[src/include/rtac_pkg.sv]
// Purpose: shared constants for the retimer channel adapt/lock control
// Assumes: one 250 MHz clock, 25 MHz reference seen as an enable pulse
// Notes:   offsets are channel register byte indices
package rtac_pkg;
   // ****************************************
   // register map
   // ****************************************
   localparam logic [7:0] OFS_SWING       = 8'h2d;
   localparam logic [7:0] OFS_RATE        = 8'h2f;
   localparam logic [7:0] OFS_DEEMPH      = 8'h2e;
   localparam logic [7:0] OFS_CTRL        = 8'h30;
   localparam logic [7:0] OFS_STATUS      = 8'h31;
   localparam logic [7:0] OFS_COARSE      = 8'h32;
   localparam logic [7:0] OFS_MON         = 8'h3e;
   localparam logic [7:0] OFS_TABLE_LO    = 8'h40;
   localparam logic [7:0] OFS_TABLE_HI    = 8'h5f;
   localparam logic [7:0] OFS_RATE_X0     = 8'h60;
   localparam logic [7:0] OFS_RATE_X4     = 8'h64;
   // ****************************************
   // field positions
   // ****************************************
   localparam int SWING_MSB      = 2;
   localparam int RATE_LSB       = 4;
   localparam int MON_EN_BIT     = 7;
   localparam int CTRL_SD_OVR    = 0;  // force data path off
   localparam int CTRL_LIMIT4    = 1;  // stage four limiting
   localparam int CTRL_READAPT   = 2;  // self-clearing command
   localparam int CTRL_CDR_RST   = 3;  // self-clearing command
   localparam int CTRL_MANUAL    = 4;  // manual ppm target
   // ****************************************
   // reset values
   // ****************************************
   localparam logic [7:0] MON_RST    = 8'h80;
   localparam logic [7:0] SWING_RST  = 8'h04;
   localparam logic [7:0] RATE_RST   = 8'h00;
   localparam logic [7:0] TABLE_RST  = 8'h55;
   // ****************************************
   // timing
   // ****************************************
   localparam int CLK_MHZ        = 250;
   localparam int REF_MHZ        = 25;
   localparam int REF_DIV        = CLK_MHZ / REF_MHZ;
   localparam int WIN_REF_CYC    = 64;   // count window in reference ticks
   localparam int SETTLE_CYC     = 16;   // per-entry merit settle
   localparam int MAX_RETRY      = 4;
   localparam int TABLE_N        = 32;
   localparam int COARSE_N       = 16;
endpackage

[src/verilog/rtac_cal.sv]
`timescale 1ns/1ps
// Purpose: VCO coarse-tune calibration sweep for one channel
// Assumes: vco_tick pulses once per divided VCO period
// Notes:   keeps the code whose count lies closest to target
module rtac_cal #(
   parameter int CW = 4
) (
   // clock and reset
   input  wire logic            clk,
   input  wire logic            rst_n,
   // control
   input  wire logic            start,
   input  wire logic            ref_en,
   input  wire logic            vco_tick,
   input  wire logic [15:0]     target,
   // result
   output logic [CW-1:0]        code,
   output logic                 busy
);
   initial if (CW < 1 || CW > 8) $error("rtac_cal: CW out of range");
   logic [CW-1:0] try_r;
   logic [CW-1:0] keep_r;
   logic [15:0]   cnt_r;
   logic [15:0]   best_r;
   logic [7:0]    win_r;
   logic [15:0]   diff;
   // absolute distance of this count to target
   assign diff = (cnt_r > target) ? cnt_r - target : target - cnt_r;
   // sweep every code, one reference window each
   // code shows the trial code while sweeping so the vco runs at the code under test
   always_ff @(posedge clk or negedge rst_n) begin
      if (!rst_n) begin
         try_r  <= '0;
         keep_r <= '0;
         cnt_r  <= '0;
         best_r <= 16'hffff;
         win_r  <= '0;
         code   <= '0;
         busy   <= 1'b0;
      end else if (start) begin
         busy   <= 1'b1;
         try_r  <= '0;
         code   <= '0;
         cnt_r  <= '0;
         win_r  <= '0;
         best_r <= 16'hffff;
      end else if (busy) begin
         if (vco_tick)
            cnt_r <= cnt_r + 16'h0001;
         if (ref_en) begin
            if (win_r == 8'(rtac_pkg::WIN_REF_CYC - 1)) begin
               win_r <= '0;
               cnt_r <= '0;
               if (diff < best_r) begin
                  best_r <= diff;
                  keep_r <= try_r;
               end
               if (try_r == {CW{1'b1}}) begin
                  busy <= 1'b0;
                  code <= (diff < best_r) ? try_r : keep_r;  // closest code is kept
               end else begin
                  try_r <= try_r + 1'b1;
                  code  <= try_r + 1'b1;
               end
            end else
               win_r <= win_r + 8'h01;
         end
      end
   end
endmodule

[src/verilog/rtac_adapt.sv]
`timescale 1ns/1ps
// Purpose: boost table walk with merit scoring for one channel
// Assumes: merit input is valid after settle cycles per entry
// Notes:   result freezes until restart
module rtac_adapt (
   // clock and reset
   input  wire logic        clk,
   input  wire logic        rst_n,
   // control
   input  wire logic        start,
   input  wire logic [7:0]  merit,
   // table port
   output logic [4:0]       idx,
   // result
   output logic [4:0]       best,
   output logic             busy
);
   logic [7:0] best_m_r;
   logic [4:0] wait_r;
   // score each of the 32 entries, keep the best
   always_ff @(posedge clk or negedge rst_n) begin
      if (!rst_n) begin
         idx      <= '0;
         best     <= '0;
         best_m_r <= '0;
         wait_r   <= '0;
         busy     <= 1'b0;
      end else if (start) begin
         idx      <= '0;
         best_m_r <= '0;
         wait_r   <= '0;
         busy     <= 1'b1;
      end else if (busy) begin
         if (wait_r == 5'(rtac_pkg::SETTLE_CYC - 1)) begin
            wait_r <= '0;
            if (merit >= best_m_r) begin
               best_m_r <= merit;
               best     <= idx;
            end
            if (idx == 5'(rtac_pkg::TABLE_N - 1))
               busy <= 1'b0;
            else
               idx <= idx + 5'd1;
         end else
            wait_r <= wait_r + 5'd1;
      end
   end
endmodule

[src/verilog/rtac_channel.sv]
`timescale 1ns/1ps
// Purpose: per-channel adapt, calibration and lock control of a retimer
// Assumes: register port strobes one cycle, read data the cycle after
// Notes:   one instance per channel; channels share nothing
module rtac_channel #(
   parameter int CW = 4
) (
   // clock and reset
   input  wire logic          clk,
   input  wire logic          rst_n,
   // register port
   input  wire logic [7:0]    addr,
   input  wire logic [7:0]    wdata,
   input  wire logic          wr,
   input  wire logic          rd,
   output logic [7:0]         rdata,
   // analog front end status
   input  wire logic          sig_det,
   input  wire logic          vco_tick,
   input  wire logic          cdr_locked,
   input  wire logic          eye_ok,
   input  wire logic [7:0]    merit,
   // analog controls
   output logic               path_pwr,
   output logic [7:0]         stage_boost,
   output logic [5:0]         boost_level,
   output logic               stage4_limit,
   output logic [CW-1:0]      coarse_code,
   output logic [2:0]         output_swing_level,
   output logic [7:0]         deemph,
   output logic               data_out_en
);
   // ****************************************
   // registers
   // ****************************************
   typedef enum logic [2:0] {RTAC_OFF, RTAC_CAL, RTAC_ACQ, RTAC_ADAPT, RTAC_RUN} rtac_st_t;
   rtac_st_t   st_r;
   logic [7:0] swing_r, rate_r, deemph_r, ctrl_r, mon_r;
   logic [7:0] rate_x_r [5];
   logic [7:0] table_r [rtac_pkg::TABLE_N];
   logic [2:0] retry_r;
   logic [3:0] ref_cnt_r;
   logic       ref_en, cal_start, ad_start, cal_busy, ad_busy, busy_d_r;
   logic [4:0] ad_idx, ad_best, sel_idx;
   logic [CW-1:0] cal_code;
   logic [15:0]   target;
   logic          cmd_readapt, cmd_cdr_rst, powered_r;

   function automatic logic in_table(input logic [7:0] a);
      return a >= rtac_pkg::OFS_TABLE_LO && a <= rtac_pkg::OFS_TABLE_HI;
   endfunction
   function automatic logic in_ratex(input logic [7:0] a);
      return a >= rtac_pkg::OFS_RATE_X0 && a <= rtac_pkg::OFS_RATE_X4;
   endfunction
   // boost level = sum of two-bit stage codes
   function automatic logic [5:0] boost_sum(input logic [7:0] e);
      return 6'(e[1:0]) + 6'(e[3:2]) + 6'(e[5:4]) + 6'(e[7:6]);
   endfunction

   assign cmd_readapt = wr && addr == rtac_pkg::OFS_CTRL && wdata[rtac_pkg::CTRL_READAPT];
   assign cmd_cdr_rst = wr && addr == rtac_pkg::OFS_CTRL && wdata[rtac_pkg::CTRL_CDR_RST];

   // ****************************************
   // register writes
   // ****************************************
   // host-owned driver and rate settings
   always_ff @(posedge clk or negedge rst_n) begin
      if (!rst_n) begin
         swing_r  <= rtac_pkg::SWING_RST;
         rate_r   <= rtac_pkg::RATE_RST;
         deemph_r <= '0;
         ctrl_r   <= '0;
         mon_r    <= rtac_pkg::MON_RST;
         for (int i = 0; i < 5; i++)
            rate_x_r[i] <= '0;
      end else if (wr) begin
         unique case (addr)
            rtac_pkg::OFS_SWING:  swing_r  <= {5'h00, wdata[rtac_pkg::SWING_MSB:0]};
            rtac_pkg::OFS_RATE:   rate_r   <= {wdata[7:rtac_pkg::RATE_LSB], 4'h0};
            rtac_pkg::OFS_DEEMPH: deemph_r <= wdata;
            rtac_pkg::OFS_MON:    mon_r    <= {wdata[rtac_pkg::MON_EN_BIT], 7'h00};
            // command bits are pulses, not stored
            rtac_pkg::OFS_CTRL:   ctrl_r   <= {6'h00, wdata[1:0]} | (wdata & 8'h10);
            default: if (in_ratex(addr))
               rate_x_r[3'(addr - rtac_pkg::OFS_RATE_X0)] <= wdata;
         endcase
      end
   end

   // table entries are fully rewritable
   generate
      for (genvar g = 0; g < rtac_pkg::TABLE_N; g++) begin : g_tab
         always_ff @(posedge clk or negedge rst_n) begin
            if (!rst_n)
               table_r[g] <= rtac_pkg::TABLE_RST;
            else if (wr && addr == rtac_pkg::OFS_TABLE_LO + 8'(g))
               table_r[g] <= wdata;
         end
      end
   endgenerate

   // ****************************************
   // register reads
   // ****************************************
   // data valid in the cycle after the strobe only
   always_ff @(posedge clk or negedge rst_n) begin
      if (!rst_n)
         rdata <= '0;
      else if (!rd)
         rdata <= '0;
      else if (in_table(addr))
         rdata <= table_r[5'(addr - rtac_pkg::OFS_TABLE_LO)];
      else if (in_ratex(addr))
         rdata <= rate_x_r[3'(addr - rtac_pkg::OFS_RATE_X0)];
      else begin
         unique case (addr)
            rtac_pkg::OFS_SWING:  rdata <= swing_r;
            rtac_pkg::OFS_RATE:   rdata <= rate_r;
            rtac_pkg::OFS_DEEMPH: rdata <= deemph_r;
            rtac_pkg::OFS_MON:    rdata <= mon_r;
            rtac_pkg::OFS_CTRL:   rdata <= ctrl_r;
            rtac_pkg::OFS_STATUS: rdata <= {2'h0, data_out_en, cdr_locked, sig_det, st_r};
            rtac_pkg::OFS_COARSE: rdata <= 8'(cal_code);
            default:              rdata <= '0;  // unmapped reads zero
         endcase
      end
   end

   // ****************************************
   // reference tick and target
   // ****************************************
   // 25 MHz window clock as an enable pulse
   always_ff @(posedge clk or negedge rst_n) begin
      if (!rst_n) begin
         ref_cnt_r <= '0;
         ref_en    <= 1'b0;
      end else begin
         ref_en    <= ref_cnt_r == 4'(rtac_pkg::REF_DIV - 1);
         ref_cnt_r <= (ref_cnt_r == 4'(rtac_pkg::REF_DIV - 1)) ? 4'h0 : ref_cnt_r + 4'h1;
      end
   end
   // manual ppm count and divider, or rate-derived count
   assign target = ctrl_r[rtac_pkg::CTRL_MANUAL] ? {rate_x_r[1], rate_x_r[0]} >> rate_x_r[2][2:0]
                                                 : {4'h0, rate_r[7:4], 8'h00} + 16'h0800;

   // ****************************************
   // channel state machine
   // ****************************************
   // each channel instance keeps its own sequence
   always_ff @(posedge clk or negedge rst_n) begin
      if (!rst_n) begin
         st_r      <= RTAC_OFF;
         retry_r   <= '0;
         cal_start <= 1'b0;
         ad_start  <= 1'b0;
         powered_r <= 1'b0;
         busy_d_r  <= 1'b0;
      end else begin
         cal_start <= 1'b0;
         ad_start  <= 1'b0;
         busy_d_r  <= cal_busy | ad_busy | cal_start | ad_start;
         if (!sig_det || ctrl_r[rtac_pkg::CTRL_SD_OVR]) begin
            st_r <= RTAC_OFF;
         end else if (cmd_cdr_rst) begin
            st_r      <= RTAC_CAL;
            cal_start <= 1'b1;
            retry_r   <= '0;
         end else begin
            unique case (st_r)
               RTAC_OFF: begin
                  // first power-up calibrates, later wakes reacquire
                  st_r      <= powered_r ? RTAC_ACQ : RTAC_CAL;
                  cal_start <= !powered_r;
                  powered_r <= 1'b1;
               end
               // start pulse counts as busy, else the state leaves before the helper starts
               RTAC_CAL: if (!cal_busy && !cal_start && !busy_d_r) begin
                  st_r     <= RTAC_ADAPT;
                  ad_start <= 1'b1;
               end
               RTAC_ACQ: begin
                  if (cdr_locked && (eye_ok || !mon_r[rtac_pkg::MON_EN_BIT])) begin
                     st_r    <= RTAC_RUN;
                     retry_r <= '0;
                  end else if (retry_r == 3'(rtac_pkg::MAX_RETRY)) begin
                     st_r      <= RTAC_CAL;
                     cal_start <= 1'b1;
                     retry_r   <= '0;
                  end else begin
                     st_r     <= RTAC_ADAPT;  // reacquire re-adapts
                     ad_start <= 1'b1;
                     retry_r  <= retry_r + 3'd1;
                  end
               end
               RTAC_ADAPT: if (!ad_busy && !ad_start && !busy_d_r)
                  st_r <= RTAC_ACQ;
               RTAC_RUN: begin
                  if (cmd_readapt) begin
                     st_r     <= RTAC_ADAPT;
                     ad_start <= 1'b1;
                  end else if (!cdr_locked)
                     st_r <= RTAC_ACQ;
               end
            endcase
         end
      end
   end

   rtac_cal #(.CW(CW)) u_cal (
      .clk      (clk),
      .rst_n    (rst_n),
      .start    (cal_start),
      .ref_en   (ref_en),
      .vco_tick (vco_tick),
      .target   (target),
      .code     (cal_code),
      .busy     (cal_busy)
   );
   rtac_adapt u_adapt (
      .clk   (clk),
      .rst_n (rst_n),
      .start (ad_start),
      .merit (merit),
      .idx   (ad_idx),
      .best  (ad_best),
      .busy  (ad_busy)
   );
   assign sel_idx = ad_busy ? ad_idx : ad_best;

   // ****************************************
   // registered outputs
   // ****************************************
   // boost frozen to best entry outside adaption
   always_ff @(posedge clk or negedge rst_n) begin
      if (!rst_n) begin
         path_pwr           <= 1'b0;
         stage_boost        <= '0;
         boost_level        <= '0;
         stage4_limit       <= 1'b0;
         coarse_code        <= '0;
         output_swing_level <= '0;
         deemph             <= '0;
         data_out_en        <= 1'b0;
      end else begin
         path_pwr           <= st_r != RTAC_OFF;
         stage_boost        <= table_r[sel_idx];
         boost_level        <= boost_sum(table_r[sel_idx]);
         stage4_limit       <= ctrl_r[rtac_pkg::CTRL_LIMIT4];
         coarse_code        <= cal_code;
         output_swing_level <= swing_r[2:0];
         deemph             <= deemph_r;
         data_out_en        <= st_r == RTAC_RUN && cdr_locked;
      end
   end

   // ****************************************
   // checks
   // ****************************************
   AST_PWR_OFF: assert property (@(posedge clk) disable iff (!rst_n)
      wr && addr == rtac_pkg::OFS_CTRL && wdata[0] |=> ##2 !path_pwr)
      else $error("data path not forced off");
   AST_NO_SIG: assert property (@(posedge clk) disable iff (!rst_n)
      !sig_det ##1 !sig_det |=> !path_pwr)
      else $error("data path powered without signal");
   AST_OUT_GATE: assert property (@(posedge clk) disable iff (!rst_n)
      data_out_en |-> $past(st_r) == RTAC_RUN && !ad_busy)
      else $error("output before adaption and lock");
   AST_FROZEN: assert property (@(posedge clk) disable iff (!rst_n)
      st_r == RTAC_RUN && $past(st_r) == RTAC_RUN && !$past(wr) |=> $stable(ad_best))
      else $error("boost changed while frozen");
   AST_SUM: assert property (@(posedge clk) disable iff (!rst_n)
      1 |=> boost_level == 6'(stage_boost[1:0]) + 6'(stage_boost[3:2])
                         + 6'(stage_boost[5:4]) + 6'(stage_boost[7:6]))
      else $error("boost level not stage sum");
   AST_MON_RST: assert property (@(posedge clk) disable iff (!rst_n)
      $rose(rst_n) |-> mon_r[rtac_pkg::MON_EN_BIT])
      else $error("monitor enable not set after reset");
   AST_SWING: assert property (@(posedge clk) disable iff (!rst_n)
      wr && addr == rtac_pkg::OFS_SWING |=> ##1 output_swing_level == $past(wdata[2:0], 2))
      else $error("swing not applied");
   AST_RETRY: assert property (@(posedge clk) disable iff (!rst_n)
      st_r == RTAC_ACQ && retry_r == 3'(rtac_pkg::MAX_RETRY) && sig_det
      && !(cdr_locked && (eye_ok || !mon_r[rtac_pkg::MON_EN_BIT]))
      && !ctrl_r[0] && !cmd_cdr_rst |=> cal_start)
      else $error("calibration not started after retries");
endmodule

[config.mk]
export PLATFORM = sky130hd
export DESIGN_NAME = rtac_channel
export DESIGN_NICKNAME = d
export VERILOG_FILES = /design/src/include/rtac_pkg.sv /design/src/verilog/rtac_cal.sv /design/src/verilog/rtac_adapt.sv /design/src/verilog/rtac_channel.sv
export SDC_FILE = /design/constraint.sdc
export NUM_CORES = 1
export LEC_CHECK = 0
export ABC_AREA = 1
export BUFFER_PORTS_ARGS = -buffer_cell sky130_fd_sc_hd__buf_2
export CORE_MARGIN = 3
export CORE_UTILIZATION = 39
export CTS_CLUSTER_SIZE = 10
export DETAILED_ROUTE_END_ITERATION = 12
export GPL_ROUTABILITY_DRIVEN = 0
export PLACE_DENSITY_LB_ADDON = 0.05
export SETUP_SLACK_MARGIN = 0.15
export SYNTH_ARGS = -nofsm -noshare
export SYNTH_HDL_FRONTEND = slang
export SYNTH_SLANG_ARGS = --single-unit
[constraint.sdc]
create_clock -name clk -period 4.04 [get_ports clk]
set_clock_uncertainty 0.1 [all_clocks]
set_input_delay 0.606 -clock clk [delete_from_list [all_inputs] [get_ports clk]]
set_output_delay 0.606 -clock clk [all_outputs]
set_load 0.02 [all_outputs]
==> tab_implementation.tex, run 1 <==
\begin{tabular}{lr}
\hline
Metric & Value \\
\hline
\multicolumn{2}{l}{\textbf{Worst setup path}} \\
Max stage delay on crit path & 0.48 ns \\
Peak fanout along the critical path & 6 \\
Critical R2R Launch & rate\_x\_r[16] \\
Critical Path Source & rate\_x\_r[16] \\
Slowest cell on crit path & dfrtp\_2 \\
Critical Setup Path Class & reg -> reg \\
Capturing element type of the critical path & flip-flop \\
Count of cells along the worst register-to-register path & 30 \\
CP dominant cell by count & buf\_4 \\
Flop-to-flop setup slack & -0.22 ns \\
Arrival time worst endpoint & $\sim$4.7 ns \\
Capturing point of the worst reg2reg path & u\_cal.best\_r[9] \\
Type of origin of the critical path & flip-flop \\
Required time at the endpoint of the critical path & 4.47 ns \\
\multicolumn{2}{l}{\textbf{Placement}} \\
Detailed Place HPWL & 62600 µm \\
Number of port buffers & 69 \\
Setup slack after placement & -0.460 ns \\
Total cell area at the placement stage & between 20000 and 30000 µm² \\
Total instance count after detailed placement & around 4300 \\
\multicolumn{2}{l}{\textbf{Clock network}} \\
Number of sinks driven by the clock tree & 445 \\
Maximum clock insertion buffer count & 3 \\
Clock edge transition at the registers on the reported setup and hold paths & 0.06 ns \\
H-tree depth reported by CTS & 2 \\
Insertion delay of the later-clocked pin in the worst-skew pair & 0.60 ns \\
Clock tree from TritonCTS & built \\
CTS root buf & clkbuf\_16 \\
Clock buffer count from CTS & 54 \\
\multicolumn{2}{l}{\textbf{Detailed routing}} \\
Residual DRC & 0 \\
Top layer reached by signal wires & met5 \\
Antenna viol nets, final & 0 \\
Routed length on met3 & 5970 µm \\
First-pass DRT Iterations & 8 \\
Starting DRC count in detailed routing & roughly 2200 \\
Avg WL per Cell & $\sim$21 µm \\
Met1 WL & $\sim$40000 µm \\
Wire length after detailed routing & 92700 µm \\
Routed via count divided by cell count & between 5 and 6 \\
Total vias in the final route & 24200 \\
Detailed-routed wire length on met2 & 43500 µm \\
\multicolumn{2}{l}{\textbf{Hold path}} \\
Class of the tightest hold or removal check & in -> reg \\
Hold Path Depth & 3 \\
Worst hold endpoint & mon\_r[7] \\
Hold\_sp & wdata[7] \\
\multicolumn{2}{l}{\textbf{Synthesis}} \\
Syn Inst Count & 3328 \\
Main synth FF type & dfrtp\_1 \\
Portion of the post-synthesis area used by sequential elements & 0.450 \\
Area of the mapped netlist & 25200 µm² \\
Async set-or-reset flop fraction in the synthesized netlist & 1.00 \\
Average cell area after synthesis & roughly 7.6 µm² \\
Number of warnings printed during yosys synthesis & 0 \\
Library cells used by synthesis & between 50 and 60 \\
Number of synthesized register bits & 445 \\
Number of synthesized flops with an enable pin & 0 \\
\multicolumn{2}{l}{\textbf{Die}} \\
Initial core utilization & 0.397 \\
Top-level I/O count & 72 \\
Number of placement rows & 92 \\
DIE HEIGHT & 260 µm \\
Total die area & between 60000 and 70000 µm² \\
Chip Width & 260 µm \\
Core Box Area & 63400 µm² \\
\multicolumn{2}{l}{\textbf{Status}} \\
Run status & complete, but fails checks \\
Violated checks & negative setup slack \\
\multicolumn{2}{l}{\textbf{Finish}} \\
Final nets & about 3600 \\
Inserted Diodes & 0 \\
Fraction of final layout cells with drive strength greater than 1 & 0.223 \\
Commonest cells after routing, fill and taps aside & nand2\_1, o21ai\_0, dfrtp\_1 \\
Area overhead of the layout relative to synthesis & 22.1\% \\
Share of the core filled with cells & 0.484 \\
Final cell count without fillers & about 4400 \\
Post-route design area & 30700 µm² \\
Commonest non-fill, non-tap cell in the layout & nand2\_1 \\
Fillers & 6171 \\
\multicolumn{2}{l}{\textbf{GRT}} \\
Remaining global-route overflow & 0 \\
Number of global-route vias before repair & between 20000 and 25000 \\
Pin count of the biggest net entering global routing & 91 \\
Combined global-route utilization of all metal layers & 0.268 \\
Antenna violations before repair & 8 \\
Global-route wire length before repair & 141000 µm \\
\multicolumn{2}{l}{\textbf{Power}} \\
Static Leakage & 14.2 nW \\
Peak supply drop & 0.000304 V \\
Power density of the placed cells & 560 nW/µm² \\
Total power of the final layout & 17.2 mW \\
\multicolumn{2}{l}{\textbf{Timing}} \\
Setup repair after global routing missed its margin & true \\
Clock period minus worst slack & 4.26 ns \\
Worst Slack Setup Final & -0.221 ns \\
Number of endpoints failing setup at the final stage & 24 \\
Maximum achievable frequency & around 230 MHz \\
Fin. max-slew vios & 0 \\
Transition time at the pin with the least slew margin & about 1.2 ns \\
Fin crit share & 1.05 \\
Slew Limit Headroom & 0.181 \\
Final number of hold-violating endpoints & 0 \\
\multicolumn{2}{l}{\textbf{Flow run}} \\
Max-cap viol count & 0 \\
\hline
\end{tabular}
flip-flops by register name, indices dropped and copies added, names as in the netlist, 16 cells and up:
| register | flops |
|---|---|
| u_cal.cnt_r | 16 |
| rate_x_r | 40 |
| table_r | 256 |
| u_cal.best_r | 16 |
through the flow:
stage | setup TNS [ns] | hold WS, ns
floorplan | 0 | 0.210
global placement | -5.70 | 0.295
detailed placement | -9.33 | 0.296
CTS | -2.11 | 0.125
global route | -9.14 | 0.164
finish | -3.24 | 0.149
layout make-up:
cell class,count,area (µm²),area share
Multi-Input combinational cell,2405,12700,0.415
Sequential cell,445,11300,0.368
Timing Repair Buffer,318,2790,0.0907
Clock buffer,94,1600,0.0522
Inverter,302,1160,0.0378
Tap cell,846,1060,0.0345
Clock inverter,5,60.1,0.00195
worst max path at each step:
stage / cells after the start / slack [ns] / to
detailed placement: 27 / -0.46 / u_cal.code[3]
global route: 31 / -0.41 / u_cal.best_r[9]
finish: 30 / -0.22 / u_cal.best_r[9]
floorplan: 32 / 0.13 / u_cal.best_r[14]
CTS: 29 / -0.12 / u_cal.best_r[13]
global placement: 30 / -0.27 / u_cal.best_r[0]
synth_stat cells, types with 4 or more instances:
master     count  area share
dfstp_2      146        0.15
o221ai_1       5      0.0017
nor2_1       185       0.028
a211oi_1       7      0.0021
clkinv_1       4     0.00060
o21ai_0      363       0.072
o2111ai_1      4      0.0014
buf_4          9      0.0027
nor2_2        11      0.0027
xnor2_1        5      0.0017
xor2_1        24      0.0084
o22ai_1      134       0.033
nand3b_1       5      0.0015
nor2_4         9      0.0040
a21oi_1       66       0.013
nand3_1      276       0.055
nand2_4       11      0.0049
o211ai_1      13      0.0039
ha_1          64       0.032
fa_1           6      0.0048
o21ai_1      127       0.025
nand2_1      997        0.15
buf_1          7      0.0010
buf_2         58       0.012
nand2_2       23      0.0057
nor3_1        21      0.0042
inv_2         13      0.0019
dfrtp_1      299        0.30
nand4_1       14      0.0035
clkbuf_1      87       0.013
a31oi_1        6      0.0015
buf_6         15      0.0067
inv_1        285       0.043
routing by layer:
metal,up-vias,global-route usage
met5,-,0
met4,8,0.100
met3,194,0.0390
met2,895,0.443
met1,11700,0.356
li1,11400,-
where the power goes:
group | leakage (nW) | switching (mW) | internal [mW] | total, mW
logic | 7.84 | 4.20 | 3.10 | 7.30
registers | 5.55 | 0.324 | 4.92 | 5.25
clock network | 0.799 | 1.92 | 2.73 | 4.65
total | 14.2 | 6.45 | 10.8 | 17.2
critical path, delay by kind of cell (launching register included):
kind,cells,cell delay (ns)
compound gates,3,0.33
fa+ha+maj,1,0.28
buf+inv,17,2.16
flops,1,0.48
mux,1,0.22
simple gates,8,0.61
cell families (layout without fill, tap and decap cells):
| family | after synthesis | count (layout) | synth area share |
|---|---|---|---|
| flip-flops | 445 | 445 | 0.450 |
| AO/OA/AOI/OAI | 739 | 739 | 0.160 |
| other | 1 | 2 | 0.000149 |
| adder cells (fa/ha/maj) | 70 | 70 | 0.0366 |
| buffers and inverters | 479 | 719 | 0.0808 |
| XOR/XNOR | 29 | 29 | 0.0101 |
| multiplexers | 3 | 3 | 0.00119 |
| AND/OR/NAND/NOR | 1562 | 1562 | 0.262 |
repair_timing:
item / CTS / global route
setup endpoints to repair: 25 / 26
hold buffers: 1 / 0
setup buffers: 25 / 23
hold endpoints to repair: 38 / 0
pin swaps: 17 / 74
cloned: 4 / 5
gates resized for setup: 110 / 148
Power figures use the tool's default switching activity.
==> run 2, diff against run 1 <==
SETUP_SLACK_MARGIN = unset   (was 0.15)
==> tab_implementation.tex, run 2 (synthesis results as in run 1) <==
\begin{tabular}{lr}
\hline
Metric & Value \\
\hline
\multicolumn{2}{l}{\textbf{GRT}} \\
Number of global-route vias before repair & about 23000 \\
Remaining global-route overflow & 0 \\
Antenna violations before repair & 0 \\
Global-route wire length before repair & 139000 µm \\
Combined global-route utilization of all metal layers & 0.265 \\
Pin count of the biggest net entering global routing & 96 \\
\multicolumn{2}{l}{\textbf{Timing}} \\
Fin. max-slew vios & 0 \\
Transition time at the pin with the least slew margin & 1.07 ns \\
Fin crit share & 1.04 \\
Slew Limit Headroom & 0.280 \\
Worst Slack Setup Final & -0.170 ns \\
Final number of hold-violating endpoints & 0 \\
Number of endpoints failing setup at the final stage & 24 \\
Final setup TNS & -2.23 ns \\
Setup repair after global routing missed its margin & true \\
Maximum achievable frequency & 238 MHz \\
Clock period minus worst slack & 4.21 ns \\
\multicolumn{2}{l}{\textbf{Power}} \\
Power density of the placed cells & 557 nW/µm² \\
Peak supply drop & 0.000349 V \\
Combinational share of power & 0.418 \\
Sequential share of power & 0.306 \\
Static Leakage & 14.2 nW \\
Internal & 10.7 mW \\
Net Sw Power & 6.46 mW \\
Clock network fraction of total power & 0.277 \\
Switching share of total power & 0.377 \\
\multicolumn{2}{l}{\textbf{Worst setup path}} \\
CP dominant cell by count & nand2\_2 \\
Max stage delay on crit path & 0.46 ns \\
Required time at the endpoint of the critical path & 4.49 ns \\
Arrival time worst endpoint & between 4 and 5 ns \\
Type of origin of the critical path & flip-flop \\
Critical Setup Path Class & reg -> reg \\
Crit path max-delay family & simple AND/OR/NAND/NOR gates \\
Slowest cell on crit path & dfrtp\_2 \\
Worst path bufs/invs & 8 \\
Capturing element type of the critical path & flip-flop \\
Peak fanout along the critical path & 7 \\
\multicolumn{2}{l}{\textbf{Die}} \\
Chip Width & about 260 µm \\
Top-level I/O count & 72 \\
DIE HEIGHT & 260 µm \\
Initial core utilization & 0.397 \\
Total die area & 67600 µm² \\
Core Box Area & approximately 63000 µm² \\
Number of placement rows & 92 \\
\multicolumn{2}{l}{\textbf{Detailed routing}} \\
Routed via count divided by cell count & 5.42 \\
Routed length on met3 & 7300 µm \\
Antenna viol nets, final & 0 \\
Total vias in the final route & 24000 \\
Residual DRC & 0 \\
First-pass DRT Iterations & 6 \\
Detailed-routed wire length on met2 & 39600 µm \\
Top layer reached by signal wires & met4 \\
Wire length after detailed routing & 90700 µm \\
Avg WL per Cell & 20.5 µm \\
Starting DRC count in detailed routing & 2265 \\
Met1 WL & 41500 µm \\
\multicolumn{2}{l}{\textbf{Clock network}} \\
Clock buffer count from CTS & 54 \\
Number of sinks driven by the clock tree & 445 \\
H-tree depth reported by CTS & 2 \\
Clock tree from TritonCTS & built \\
Clock edge transition at the registers on the reported setup and hold paths & 0.06 ns \\
Insertion delay of the later-clocked pin in the worst-skew pair & 0.63 ns \\
Maximum clock insertion buffer count & 3 \\
CTS root buf & clkbuf\_16 \\
\multicolumn{2}{l}{\textbf{Hold path}} \\
Class of the tightest hold or removal check & in -> reg \\
\multicolumn{2}{l}{\textbf{Finish}} \\
Area overhead of the layout relative to synthesis & 22.4\% \\
Number of flip-flops under the largest register name & 256 \\
Commonest cells after routing, fill and taps aside & nand2\_1, o21ai\_0, dfrtp\_1 \\
Share of the core filled with cells & 0.486 \\
Most flops, register & table\_r \\
Final nets & 3635 \\
Fraction of final layout cells with drive strength greater than 1 & 0.234 \\
Commonest non-fill, non-tap cell in the layout & nand2\_1 \\
Largest registers ranked by flip-flop count & table\_r x256, rate\_x\_r x40 \\
\multicolumn{2}{l}{\textbf{Status}} \\
Run status & complete, but fails checks \\
Violated checks & negative setup slack \\
\multicolumn{2}{l}{\textbf{Placement}} \\
Number of port buffers & 69 \\
Detailed Place HPWL & approximately 61000 µm \\
\multicolumn{2}{l}{\textbf{Flow run}} \\
Max-cap viol count & 0 \\
\hline
\end{tabular}
-- run 2: power groups by stage --
| stage | clock, mW | combinational [mW] | sequential (mW) |
|---|---|---|---|
| 2_1_floorplan | 0 | 3.35 | 5.29 |
| 3_3_place_gp | 0 | 5.70 | 5.28 |
| 3_5_place_dp | 0 | 5.75 | 5.29 |
| 4_1_cts | 4.86 | 6.58 | 5.23 |
| 5_1_grt | 5.06 | 7.89 | 5.29 |
| 6_report | 4.74 | 7.16 | 5.24 |
-- run 2: metrics by stage --
stage | cells | instance area (µm²) | worst slack (ns) | hold slack, ns | total power [mW]
after CTS | 4409 | 30300 | -0.0876 | 0.109 | 16.7
final | 4426 | 30800 | -0.170 | 0.141 | 17.1
after global routing | 4425 | 30800 | -0.386 | 0.127 | 18.2
after detailed placement | 4281 | 27600 | -0.404 | 0.301 | 11.0
after floorplan | 3329 | 25200 | 0.00359 | 0.210 | 8.64
after global placement | 4281 | 27600 | -0.354 | 0.298 | 11.0
-- run 2: worst paths after layout --
kind	cells after the start	endpoint	slack, ns	start
worst max-delay path	30	u_cal.best_r[13]	-0.17	rate_x_r[16]
max in group asynchronous	3	table_r[88]	2.31	rst_n
worst min-delay path	3	mon_r[7]	0.14	wdata[7]
min in group asynchronous	2	retry_r[2]	0.49	rst_n
worst min register to register	0	output_swing_level[1]	0.30	swing_r[1]
worst max register to register	30	u_cal.best_r[13]	-0.17	rate_x_r[16]
-- run 2: worst register-to-register path, delay by kind of cell (launching register included) --
kind	cells	cell delay, ns
adder cells (fa/ha/maj)	3	0.88
AND/OR/NAND/NOR	14	1.15
AO/OA/AOI/OAI	5	0.74
flip-flops	1	0.46
buffers and inverters	8	0.82
-- run 2: layout make-up --
type,instances,area (µm²)
flip-flops and latches,445,11300
multi-input cells,2407,12900
fillers,6296,32600
clock inverters,5,75.1
repair buffers,323,2650
inverters,302,1160
clock buffers,97,1630
diodes,1,2.50
well taps,846,1060
-- run 2: metal layers --
| metal | GRT usage | vias to the layer above |
|---|---|---|
| li1 | - | 11400 |
| met1 | 0.375 | 11600 |
| met2 | 0.404 | 824 |
| met3 | 0.0663 | 141 |
| met4 | 0.0656 | 0 |
| met5 | 0 | - |
-- run 2: timing repair --
action	in CTS	in global routing
gates resized for setup	212	102
gates cloned	5	3
hold endpoints to repair	47	0
setup endpoints to repair	26	26
hold buffers	1	0
pin swaps	86	64
buffers inserted	20	15
